File: src/verilog/mutual_cap_scan_defs.vh
// constants for the mutual-capacitance scan controller
// assumes it is included by bare name from the design file
`ifndef MUTUAL_CAP_SCAN_DEFS_VH
`define MUTUAL_CAP_SCAN_DEFS_VH
// clock source selections
`define SRC_DIRECT        2'h0
`define SRC_SPREAD        2'h1
`define SRC_PSEUDO_RANDOM 2'h2
`define SRC_AUTO          2'h3
// dac limits
`define REF_MIN_UNCOMP    8'h06
`define REF_COMP_NUM      8'h0A
`define COMP_MIN_AT_REF1  8'h62
`define COMP_DIV_MIN      8'h04
// calibration target in percent of max count
`define CAL_TARGET_PCT    8'h28
// spread spectrum base offset, cycles always added above the divider
`define SPREAD_SWING      4'h3
// phase lengths in modulator clocks
`define PRECHARGE_CYCLES  16'h0010
`define SHORT_CYCLES      16'h0010
`endif

File: src/verilog/mutual_cap_scan_control.v
// mutual-capacitance scan sequencer: init phases, tx clock, dac switching,
// raw count and auto-calibration of the reference dac code
// assumes one 25 MHz clock; start_in comes from logic on that clock
// compare_in is a raw comparator level and is synchronised here
`timescale 1ns/1ps
`include "mutual_cap_scan_defs.vh"
module mutual_cap_scan_control #(
  parameter CW = 16   // counter width
) (
  input  wire          clk_in,
  input  wire          resetn_in,
  input  wire          start_in,                 // one-cycle scan request
  input  wire [1:0]    clock_source_in,          // tx clock source selection
  input  wire          widget_spread_in,         // auto choice for this widget
  input  wire [7:0]    tx_clock_divider_in,      // modulator clocks per tx period
  input  wire [7:0]    comp_divider_in,          // compensation divider
  input  wire [CW-1:0] subconversion_count_in,   // measured sub-conversions
  input  wire [7:0]    init_subconversions_in,   // discarded sub-conversions
  input  wire          comp_enable_in,           // dual dac mode
  input  wire          autocal_enable_in,        // auto-calibration
  input  wire [7:0]    reference_dac_code_in,    // fixed code, no calibration
  input  wire [7:0]    compensation_dac_code_in, // requested compensation code
  input  wire          compare_in,               // modulator comparator, from pin
  output reg           cap1_to_ground_out,
  output reg           cap2_to_supply_out,
  output reg           caps_shorted_out,
  output reg           tx_clock_out,
  output reg           ref_dac_switch_out,       // one-cycle switching event
  output reg           comp_dac_switch_out,      // one-cycle switching event
  output reg  [7:0]    ref_code_out,             // code in use (lsb = 8.86 fF)
  output reg  [7:0]    comp_code_out,
  output reg  [CW-1:0] raw_count_out,
  output reg           scan_done_out,
  output reg           busy_out,
  output reg           config_error_out
);

  // ****************************************************************
  // states
  // ****************************************************************
  localparam S_IDLE   = 3'h0;
  localparam S_PRECHG = 3'h1;
  localparam S_SHORT  = 3'h2;
  localparam S_INIT   = 3'h3;
  localparam S_MEAS   = 3'h4;
  localparam S_DONE   = 3'h5;
  // codes six and seven are unused and fall back to idle

  // sequencer storage; all of it is set by reset, tx_len, lfsr and cal_code to non-zero values
  // the phase counter is shared by precharge and short, only one runs at a time
  reg  [2:0]    state;        // sequencer state
  reg  [15:0]   phase_cnt;    // cycles in precharge/short
  reg  [7:0]    tx_cnt;       // position in tx period
  reg  [7:0]    tx_len;       // current period length
  reg  [CW-1:0] sub_cnt;      // sub-conversions done in phase
  reg  [CW-1:0] hits;         // ref switching events counted
  reg  [3:0]    lfsr;         // spread and pseudo-random sequence
  reg  [7:0]    comp_cnt;     // compensation sub-divider
  reg  [7:0]    cal_code;     // calibrated reference code
  reg           cmp_meta;     // synchroniser first stage
  reg           cmp_sync;     // synchroniser second stage

  // combinational helpers derived from the live configuration
  wire          use_spread;
  wire [7:0]    base_len;
  wire [7:0]    spread_len;
  wire          period_end;
  wire [CW-1:0] max_count;
  wire [CW-1:0] raw_now;
  wire [CW+7:0] target;

  // ****************************************************************
  // comparator synchroniser
  // ****************************************************************
  // the first stage feeds only the second, keeping metastability out
  // two flops cost two cycles of latency on every comparator hit
  // reset value matches the comparator's quiet level
  always @(posedge clk_in or negedge resetn_in) begin
    if (!resetn_in) begin
      cmp_meta <= 1'b0;
      cmp_sync <= 1'b0;
    end else begin
      cmp_meta <= compare_in;
      cmp_sync <= cmp_meta;
    end
  end

  // ****************************************************************
  // tx clock source
  // ****************************************************************
  // pseudo-random shares the spread path: both only need a period that wanders
  // the auto choice is made outside, per widget, and arrives as widget_spread_in
  // selections are levels; a change mid-scan takes effect at the next period
  // auto source choice
  assign use_spread = (clock_source_in == `SRC_SPREAD) ||
                      (clock_source_in == `SRC_PSEUDO_RANDOM) ||
                      ((clock_source_in == `SRC_AUTO) && widget_spread_in);
  // divider below two would stop the tx clock, so clamp it
  assign base_len   = (tx_clock_divider_in < 8'h02) ? 8'h02 : tx_clock_divider_in;
  // period wanders within a fixed swing
  assign spread_len = base_len + {5'h00, lfsr[2:0] & 3'h3} + {4'h0, `SPREAD_SWING};
  // period end compares against the length latched for this period
  assign period_end = (tx_cnt == tx_len - 8'h01);

  // max count uses the nominal divider even when the period wanders, so a
  // spread scan still reports against the same full scale
  // the product is kept to CW bits; subs times divider must fit in range
  // one sub-conversion per tx period
  // max count = subs times divider
  assign max_count = subconversion_count_in * {{(CW-8){1'b0}}, tx_clock_divider_in};
  assign raw_now   = max_count - hits;
  // the target is a whole-count floor; the remainder is dropped
  // a sized hundred keeps the division at the target's own width
  // forty percent of max count
  assign target    = ({8'h00, max_count} * {{CW{1'b0}}, `CAL_TARGET_PCT}) / {{CW{1'b0}}, 8'h64};

  // ****************************************************************
  // sequencer
  // ****************************************************************
  // one process runs the whole scan so phase outputs never overlap
  // every output is a flop, so the analog switches see no decode glitches
  // reset clears all outputs; the calibrated code restarts at mid scale
  always @(posedge clk_in or negedge resetn_in) begin
    if (!resetn_in) begin
      state               <= S_IDLE;
      phase_cnt           <= 16'h0000;
      tx_cnt              <= 8'h00;
      tx_len              <= 8'h02;
      sub_cnt             <= {CW{1'b0}};
      hits                <= {CW{1'b0}};
      lfsr                <= 4'h1;
      comp_cnt            <= 8'h00;
      cal_code            <= 8'h80;
      cap1_to_ground_out  <= 1'b0;
      cap2_to_supply_out  <= 1'b0;
      caps_shorted_out    <= 1'b0;
      tx_clock_out        <= 1'b0;
      ref_dac_switch_out  <= 1'b0;
      comp_dac_switch_out <= 1'b0;
      ref_code_out        <= 8'h00;
      comp_code_out       <= 8'h00;
      raw_count_out       <= {CW{1'b0}};
      scan_done_out       <= 1'b0;
      busy_out            <= 1'b0;
      config_error_out    <= 1'b0;
    end else begin
      // events default to idle each cycle
      // switch pulses last one cycle so the front end counts each edge once
      scan_done_out       <= 1'b0;
      ref_dac_switch_out  <= 1'b0;
      comp_dac_switch_out <= 1'b0;
      // with compensation off the code shown is zero, matching the idle dac
      // codes shown follow calibration and comp enable
      ref_code_out  <= autocal_enable_in ? cal_code : reference_dac_code_in;
      comp_code_out <= comp_enable_in ? compensation_dac_code_in : 8'h00;
      // limits the firmware must keep; flagged, not enforced
      // reference minimum
      // comp divider floor and whole switch count
      config_error_out <= (!comp_enable_in && ref_code_out < `REF_MIN_UNCOMP) ||
                          (comp_enable_in && ({8'h00, ref_code_out} * {8'h00, comp_divider_in}
                                              < {8'h00, `REF_COMP_NUM})) ||
                          (comp_enable_in && ref_code_out == 8'h01 &&
                           compensation_dac_code_in < `COMP_MIN_AT_REF1) ||
                          (comp_enable_in && comp_divider_in < `COMP_DIV_MIN) ||
                          (comp_enable_in && comp_divider_in != 8'h00 &&
                           (tx_clock_divider_in % comp_divider_in) != 8'h00);
      case (state)
        S_IDLE: begin
          // a start outside idle is ignored without any indication
          // busy drops here, one cycle after the done pulse
          busy_out     <= 1'b0;
          tx_clock_out <= 1'b0;
          if (start_in) begin
            state              <= S_PRECHG;
            busy_out           <= 1'b1;
            phase_cnt          <= 16'h0000;
            // cap one ground, cap two supply
            cap1_to_ground_out <= 1'b1;
            cap2_to_supply_out <= 1'b1;
          end
        end
        S_PRECHG: begin
          // a fixed count; the caps need no feedback to settle
          phase_cnt <= phase_cnt + 16'h0001;
          if (phase_cnt == `PRECHARGE_CYCLES - 16'h0001) begin
            cap1_to_ground_out <= 1'b0;
            cap2_to_supply_out <= 1'b0;
            caps_shorted_out   <= 1'b1;
            phase_cnt          <= 16'h0000;
            state              <= S_SHORT;
          end
        end
        S_SHORT: begin
          // the tx counter and per-scan counts restart here, so a cut scan
          // leaves nothing behind for the next one
          phase_cnt <= phase_cnt + 16'h0001;
          if (phase_cnt == `SHORT_CYCLES - 16'h0001) begin
            caps_shorted_out <= 1'b0;
            tx_cnt           <= 8'h00;
            sub_cnt          <= {CW{1'b0}};
            hits             <= {CW{1'b0}};
            comp_cnt         <= 8'h00;
            tx_len           <= use_spread ? spread_len : base_len;
            state            <= (init_subconversions_in == 8'h00) ? S_MEAS : S_INIT;
          end
        end
        S_INIT, S_MEAS: begin
          // tx high for the first half of each period, low for the rest
          tx_cnt       <= period_end ? 8'h00 : tx_cnt + 8'h01;
          tx_clock_out <= (tx_cnt < {1'b0, tx_len[7:1]});
          // hits during init subs drive the ref dac but are not counted
          // a hit in the last cycle of init is still dropped
          // ref switch when comparator trips
          if (cmp_sync) begin
            ref_dac_switch_out <= 1'b1;
            if (state == S_MEAS)
              hits <= hits + {{(CW-1){1'b0}}, 1'b1};
          end
          // the counter restarts each period, so a divider that does not divide
          // the tx divider cuts the last interval short; config_error_out flags it
          // comp switches every comp divider cycles
          // only with a non-zero requested code
          if (comp_enable_in && compensation_dac_code_in != 8'h00) begin
            if (comp_cnt >= comp_divider_in - 8'h01) begin
              comp_cnt            <= 8'h00;
              comp_dac_switch_out <= 1'b1;
            end else begin
              comp_cnt <= comp_cnt + 8'h01;
            end
          end
          // the sequence steps even in direct mode, so a later switch to
          // spread does not always start from the same length
          if (period_end) begin
            comp_cnt <= 8'h00;
            lfsr     <= {lfsr[2:0], lfsr[3] ^ lfsr[2]};
            tx_len   <= use_spread ? spread_len : base_len;
            sub_cnt  <= sub_cnt + {{(CW-1){1'b0}}, 1'b1};
            // init counts dropped at phase end
            if (state == S_INIT &&
                sub_cnt == {{(CW-8){1'b0}}, init_subconversions_in} - {{(CW-1){1'b0}}, 1'b1}) begin
              sub_cnt <= {CW{1'b0}};
              hits    <= {CW{1'b0}};
              state   <= S_MEAS;
            end
            // the done state costs one extra cycle after the last period
            // finish after measured count
            if (state == S_MEAS && sub_cnt == subconversion_count_in - {{(CW-1){1'b0}}, 1'b1})
              state <= S_DONE;
          end
        end
        S_DONE: begin
          // tx is parked low so the sensor sees no stray edge between scans
          tx_clock_out  <= 1'b0;
          raw_count_out <= raw_now;
          scan_done_out <= 1'b1;
          // the raw count is latched once per scan and held until the next done
          // calibration moves one step per scan, so it settles over several scans
          // the code never reaches zero: a zero reference would stop the balance
          // step code toward target
          // code drives capacitance one lsb per step
          if (autocal_enable_in) begin
            if ({8'h00, raw_now} < target && cal_code != 8'hFF)
              cal_code <= cal_code + 8'h01;
            else if ({8'h00, raw_now} > target && cal_code != 8'h01)
              cal_code <= cal_code - 8'h01;
          end
          state <= S_IDLE;
        end
        // unused codes fall back to idle
        default: state <= S_IDLE;
      endcase
    end
  end

endmodule

File: config.mk
export PLATFORM = sky130hd
export DESIGN_NAME = mutual_cap_scan_control
export DESIGN_NICKNAME = d
export VERILOG_FILES = /design/src/verilog/mutual_cap_scan_control.v
export VERILOG_INCLUDE_DIRS = /design/src /design/src/verilog
export SDC_FILE = /design/constraint.sdc
export NUM_CORES = 1
export LEC_CHECK = 0
export BUFFER_PORTS_ARGS = -buffer_cell sky130_fd_sc_hd__buf_2
export CELL_PAD_IN_SITES_DETAIL_PLACEMENT = 1
export CELL_PAD_IN_SITES_GLOBAL_PLACEMENT = 1
export CORE_ASPECT_RATIO = 1.25
export CORE_MARGIN = 4
export CORE_UTILIZATION = 49
export CTS_CLUSTER_SIZE = 10
export DETAILED_ROUTE_END_ITERATION = 8
export PLACE_DENSITY = 0.86
export SYNTH_ARGS = -nofsm -noshare
export SYNTH_HDL_FRONTEND = slang
export SYNTH_SLANG_ARGS = --single-unit
File: constraint.sdc
create_clock -name clk_in -period 6.6 [get_ports clk_in]
set_clock_uncertainty 0.1 [all_clocks]
set_input_delay 1.32 -clock clk_in [delete_from_list [all_inputs] [get_ports clk_in]]
set_output_delay 1.32 -clock clk_in [all_outputs]
set_load 0.1 [all_outputs]
==> summary.md, run 1 <==
| Metric | Value |
|---|---|
| Outcome | `aborted with a tool error` |
| Stop stage | `global routing` |
| First error | `[ERROR GRT-0232] Routing congestion too high. Check the congestion heatmap in the GUI.` |
| Post-synth top area cell | `dfrtp_1` |
| IO Port Bufs | `105` |
| H-tree depth | `4` |
| Seq cells post-synth | `129` |
| Most used DFF post-synth | `dfrtp_1` |
| Cts-stage hold buffer count | `0` |
| Initial Util | `0.496` |
| Mapped Avg Cell Area | `8.23 um^2` |
| Die H | `228 um` |
| Post-Syn Instances | `2303` |
| Post-synth EDFFs | `0` |
| CTS Buffer Depth | `2` |
| GP Congestion | `0.936` |
| Worst ep type | `register data pin` |
| Tot GR Track Use | `0.909` |
| Die W | `184 um` |
| Clock sink count | `129` |
| Post-synthesis sequential area ratio | `0.170` |
| Synth Warn # | `0` |
| Clock Root Buffer | `clkbuf_16` |
| Largest net degree at the start of global routing | `70` |
| Post-DP HPWL | `63000 um` |
| FFs w/ async S/R, synth | `1.00` |
| CTS Buf Count | `17` |
| Synth Cell Area | `0.0190 mm^2` |
| GRT worst endpoint | `cal_code[5]$_DFFE_PN0P_/D` |
| Synthesized Nets | `2656` |
| Placement Setup Slack | `-12.22 ns` |
| Num ports | `106` |
| Netlist cell types | `138` |
| Top post-synthesis cells by area | `dfrtp_1 (17%), ha_1 (12%), fa_1 (11%)` |
| Share of the synthesized area in the top cell type | `0.166` |
| Grt ovf | `1809` |
| Row count | `80` |
==> per-layer routing <==
| metal | global-route usage | GRT overflow |
|---|---|---|
| met1 | 0.865 | 20 |
| met2 | 1.09 | 1233 |
| met3 | 0.722 | 30 |
| met4 | 1.03 | 523 |
| met5 | 0.266 | 3 |
==> Yosys cell counts (7+ instances only) <==
| library cell | n |
|---|---|
| maj3_1 | 7 |
| mux2i_1 | 15 |
| a21o_1 | 49 |
| o21ai_0 | 111 |
| or4_1 | 8 |
| nand2b_1 | 28 |
| xor2_1 | 81 |
| a31oi_1 | 13 |
| clkbuf_1 | 66 |
| inv_1 | 220 |
| o21bai_1 | 10 |
| and3_1 | 27 |
| nand4_1 | 25 |
| a21oi_1 | 113 |
| mux2_2 | 22 |
| nor4_1 | 18 |
| a211oi_1 | 21 |
| o211ai_1 | 17 |
| and2_1 | 107 |
| nand3_1 | 56 |
| dfrtp_1 | 126 |
| xnor2_1 | 106 |
| o21ai_2 | 8 |
| nor2b_1 | 23 |
| nor3_1 | 59 |
| o21a_1 | 37 |
| or3_1 | 8 |
| a21o_2 | 7 |
| nand2_1 | 227 |
| nor2_1 | 148 |
| ha_1 | 188 |
| or2_2 | 8 |
| o22ai_1 | 10 |
| o31ai_1 | 23 |
| o21ai_1 | 10 |
| buf_6 | 7 |
| fa_1 | 100 |
==> metrics by stage <==
stage | instances | area (um^2) | hold WS, ns | setup TNS [ns]
CTS | 3396 | 25800 | 0.292 | -98.43
detailed placement | 3255 | 23400 | 0.262 | -106.23
global placement | 3255 | 23400 | 0.237 | -93.22
floorplan | 2303 | 19500 | 0.231 | -91.38
==> cell families after synthesis <==
family | synth area share
flip-flops | 0.170
multiplexers | 0.0232
XOR/XNOR | 0.0919
AND/OR/NAND/NOR | 0.208
AO/OA/AOI/OAI | 0.206
buffers and inverters | 0.0667
adder cells (fa/ha/maj) | 0.234
==> what timing repair did <==
action                     in CTS
cloned                          0
pin swaps                     150
setup endpoints to repair      13
setup buffers                 109
gates resized for setup       193
==> run 2: changes to the inputs <==
==> config.mk (replaced) <==
export PLATFORM = sky130hd
export DESIGN_NAME = mutual_cap_scan_control
export DESIGN_NICKNAME = d
export VERILOG_FILES = /design/src/verilog/mutual_cap_scan_control.v
export VERILOG_INCLUDE_DIRS = /design/src /design/src/verilog
export SDC_FILE = /design/constraint.sdc
export NUM_CORES = 1
export LEC_CHECK = 0
export BUFFER_PORTS_ARGS = -buffer_cell sky130_fd_sc_hd__buf_2
export CORE_MARGIN = 4
export CORE_UTILIZATION = 35
export DETAILED_ROUTE_END_ITERATION = 8
export PLACE_DENSITY_LB_ADDON = 0.15
export SYNTH_ARGS = -nofsm -noshare
export SYNTH_HDL_FRONTEND = slang
export SYNTH_SLANG_ARGS = --single-unit
==> summary.md, run 2 <==
| Metric | Value |
|---|---|
| Cell area after layout | `0.0259 mm^2` |
| Synthesized Nets | `2656` |
| Initial Util | `0.353` |
| Drc violations | `0` |
| Tot GR Track Use | `0.194` |
| Post-synth top area cell | `dfrtp_1` |
| Met1 wire length | `25400 um` |
| Antenna violations before repair | `0` |
| CTS tree | `built` |
| Uppermost layer routed | `met4` |
| ANT nets after route | `0` |
| Share of layout cells above drive strength 1 | `0.340` |
| Synth Cell Area | `0.0190 mm^2` |
| Post-synthesis mux area share | `0.0232` |
| Hold crit path type | `reg -> reg` |
| Fmax | `58.1 MHz` |
| Post-synth EDFFs | `0` |
| CP Class | `in -> reg` |
| Cell with the most instances after synthesis | `nand2_1` |
| Critical path capture point type | `flop` |
| CP delay by family, top | `compound AO/OA/AOI/OAI gates` |
| Via-to-Cell Ratio | `5.10` |
| DR pass1 iterations | `5` |
| Num ports | `106` |
| CTS Buf Count | `17` |
| Grt ovf | `0` |
| Multi-input gate area | `0.0157 mm^2` |
| Post-synthesis sequential area ratio | `0.170` |
| Hold_sp | `cmp_meta` |
| Drt wl/cell | `15.5 um` |
| Post-Synth Simple-Gate Area | `0.208` |
| Number of buffers and inverters on the critical path | `14` |
| Worst-path clk slew | `0.07 ns` |
| Die Area | `0.0580 mm^2` |
| Post-DP HPWL | `44400 um` |
| Slowest-stage cell, CP | `fa_1` |
| RSZ-0062 raised after global routing | `true` |
| IO Port Bufs | `105` |
| WL met3 | `1430 um` |
| Main combinational cell family by area after synthesis | `adder cells` |
| Mapped Avg Cell Area | `8.23 um^2` |
| FF/Latch Area | `0.00323 mm^2` |
| Failing checks | `negative setup slack` |
| ANT cells | `0` |
| Compound-Gate Fraction of Synth Area | `0.206` |
| First-pass GRT wire length | `93100 um` |
| Area of the core | `0.0537 mm^2` |
| Final wirelength | `55700 um` |
| Final period util | `2.61` |
| Slowest stage delay, CP | `0.51 ns` |
| Clk_lat worst skew | `0.47 ns` |
| Max-slew violation count | `0` |
| Critical Path AT | `17.46 ns` |
| Met2 Wirelength | `28000 um` |
| Share of the synthesized area in the top cell type | `0.166` |
| Most used DFF post-synth | `dfrtp_1` |
| Hold Violations, Final | `0` |
| Top post-synthesis cells by area | `dfrtp_1 (17%), ha_1 (12%), fa_1 (11%)` |
| Outcome | `complete, but fails checks` |
| Most common cell after layout, fill and taps aside | `buf_4` |
| Post-synthesis adder-cell area fraction | `0.234` |
| GP Congestion | `0.836` |
| Max-Slew Margin vs Limit | `0.213` |
| FFs w/ async S/R, synth | `1.00` |
| H-tree depth | `4` |
| # nets final | `3237` |
| Worst-Margin Slew | `1.15 ns` |
| Initial drt markers | `788` |
| Max-Cap Viols | `0` |
| Synth Area in XOR/XNOR | `0.0919` |
| Hold Slack | `0.252 ns` |
| CP Launch Type | `input port` |
| Number of global-route vias before repair | `18800` |
| Cts-stage hold buffer count | `0` |
| Top cells by instance count after synthesis | `nand2_1 (227), inv_1 (220), ha_1 (188)` |
| Final worst setup slack | `-10.62 ns` |
| Largest net degree at the start of global routing | `66` |
| Row count | `85` |
| Synth Warn # | `0` |
| Die W | `241 um` |
| Netlist cell types | `138` |
| Area grow syn2layout | `36.7%` |
| Clock sink count | `129` |
| Die H | `241 um` |
| Maximum fanout along the worst path | `8` |
| Via count | `18300` |
| Commonest cells after routing, fill and taps aside | `buf_4 (533), nand2_1 (218), inv_1 (204), ha_1 (165), nor2_1 (138)` |
| Seq cells post-synth | `129` |
| Post-Syn Instances | `2303` |
| CTS Buffer Depth | `2` |
| Crit path required time | `6.84 ns` |
| # setup viols final | `9` |
| CP Launch Point | `subconversion_count_in[3]` |
| FILL cells | `5126` |
| Critical R2R Launch | `ref_code_out[2]` |
| Clock Root Buffer | `clkbuf_16` |
| Area post-placement | `0.0238 mm^2` |
| Min Clock Period, post-route | `17.22 ns` |
==> run 2: cell counts after synthesis <==
Identical to the previous run, type by type.
==> run 2: logic make-up after synthesis <==
kind of cell	count (synthesis)
fa+ha+maj	296
flops	129
buf+inv	307
xor+xnor	193
compound gates	551
simple gates	787
mux	40
==> run 2: final timing paths <==
| kind | end | slack, ns | cells after the start |
|---|---|---|---|
| worst max register to register | config_error_out | 1.02 | 23 |
| worst max-delay path | cal_code[2] | -10.62 | 86 |
| max in group asynchronous | phase_cnt[4] | 4.23 | 2 |
| min in group asynchronous | sub_cnt[9] | 0.73 | 1 |
| worst min register to register | cmp_sync | 0.25 | 0 |
| worst min-delay path | cmp_sync | 0.25 | 0 |
==> run 2: stage by stage <==
| stage | std cells | util | worst slack, ns | setup TNS (ns) |
|---|---|---|---|---|
| final | 3593 | 0.482 | -10.62 | -89.83 |
| after global routing | 3593 | 0.482 | -11.37 | -96.53 |
| after CTS | 3574 | 0.472 | -10.55 | -89.02 |
| after detailed placement | 3475 | 0.443 | -11.44 | -98.67 |
| after global placement | 3475 | 0.443 | -11.16 | -96.33 |
| after floorplan | 2303 | - | -10.84 | -91.38 |
==> run 2: metal layers <==
layer,up-vias,track usage
li1,9178,-
met1,8861,0.249
met2,225,0.348
met3,66,0.0263
met4,0,0.0468
met5,-,0
==> run 2: area by class of cell <==
| class | instances | share of cell area |
|---|---|---|
| clock buffers | 17 | 0.0164 |
| clock inverters | 15 | 0.00628 |
| inverters | 224 | 0.0333 |
| multi-input cells | 1868 | 0.604 |
| flip-flops and latches | 129 | 0.125 |
| well taps | 696 | 0.0336 |
| repair buffers | 644 | 0.182 |
==> run 2: repair_timing <==
| item | in CTS | in global routing |
|---|---|---|
| cloned | 1 | 0 |
| endpoints found under the setup margin | 10 | 11 |
| pin swaps | 110 | 82 |
| resized for setup | 94 | 91 |
| buffers inserted | 66 | 20 |
Power of run 2 is not shown: default switching activity piles up to over one toggle a cycle in this logic, so the estimate is an artifact.
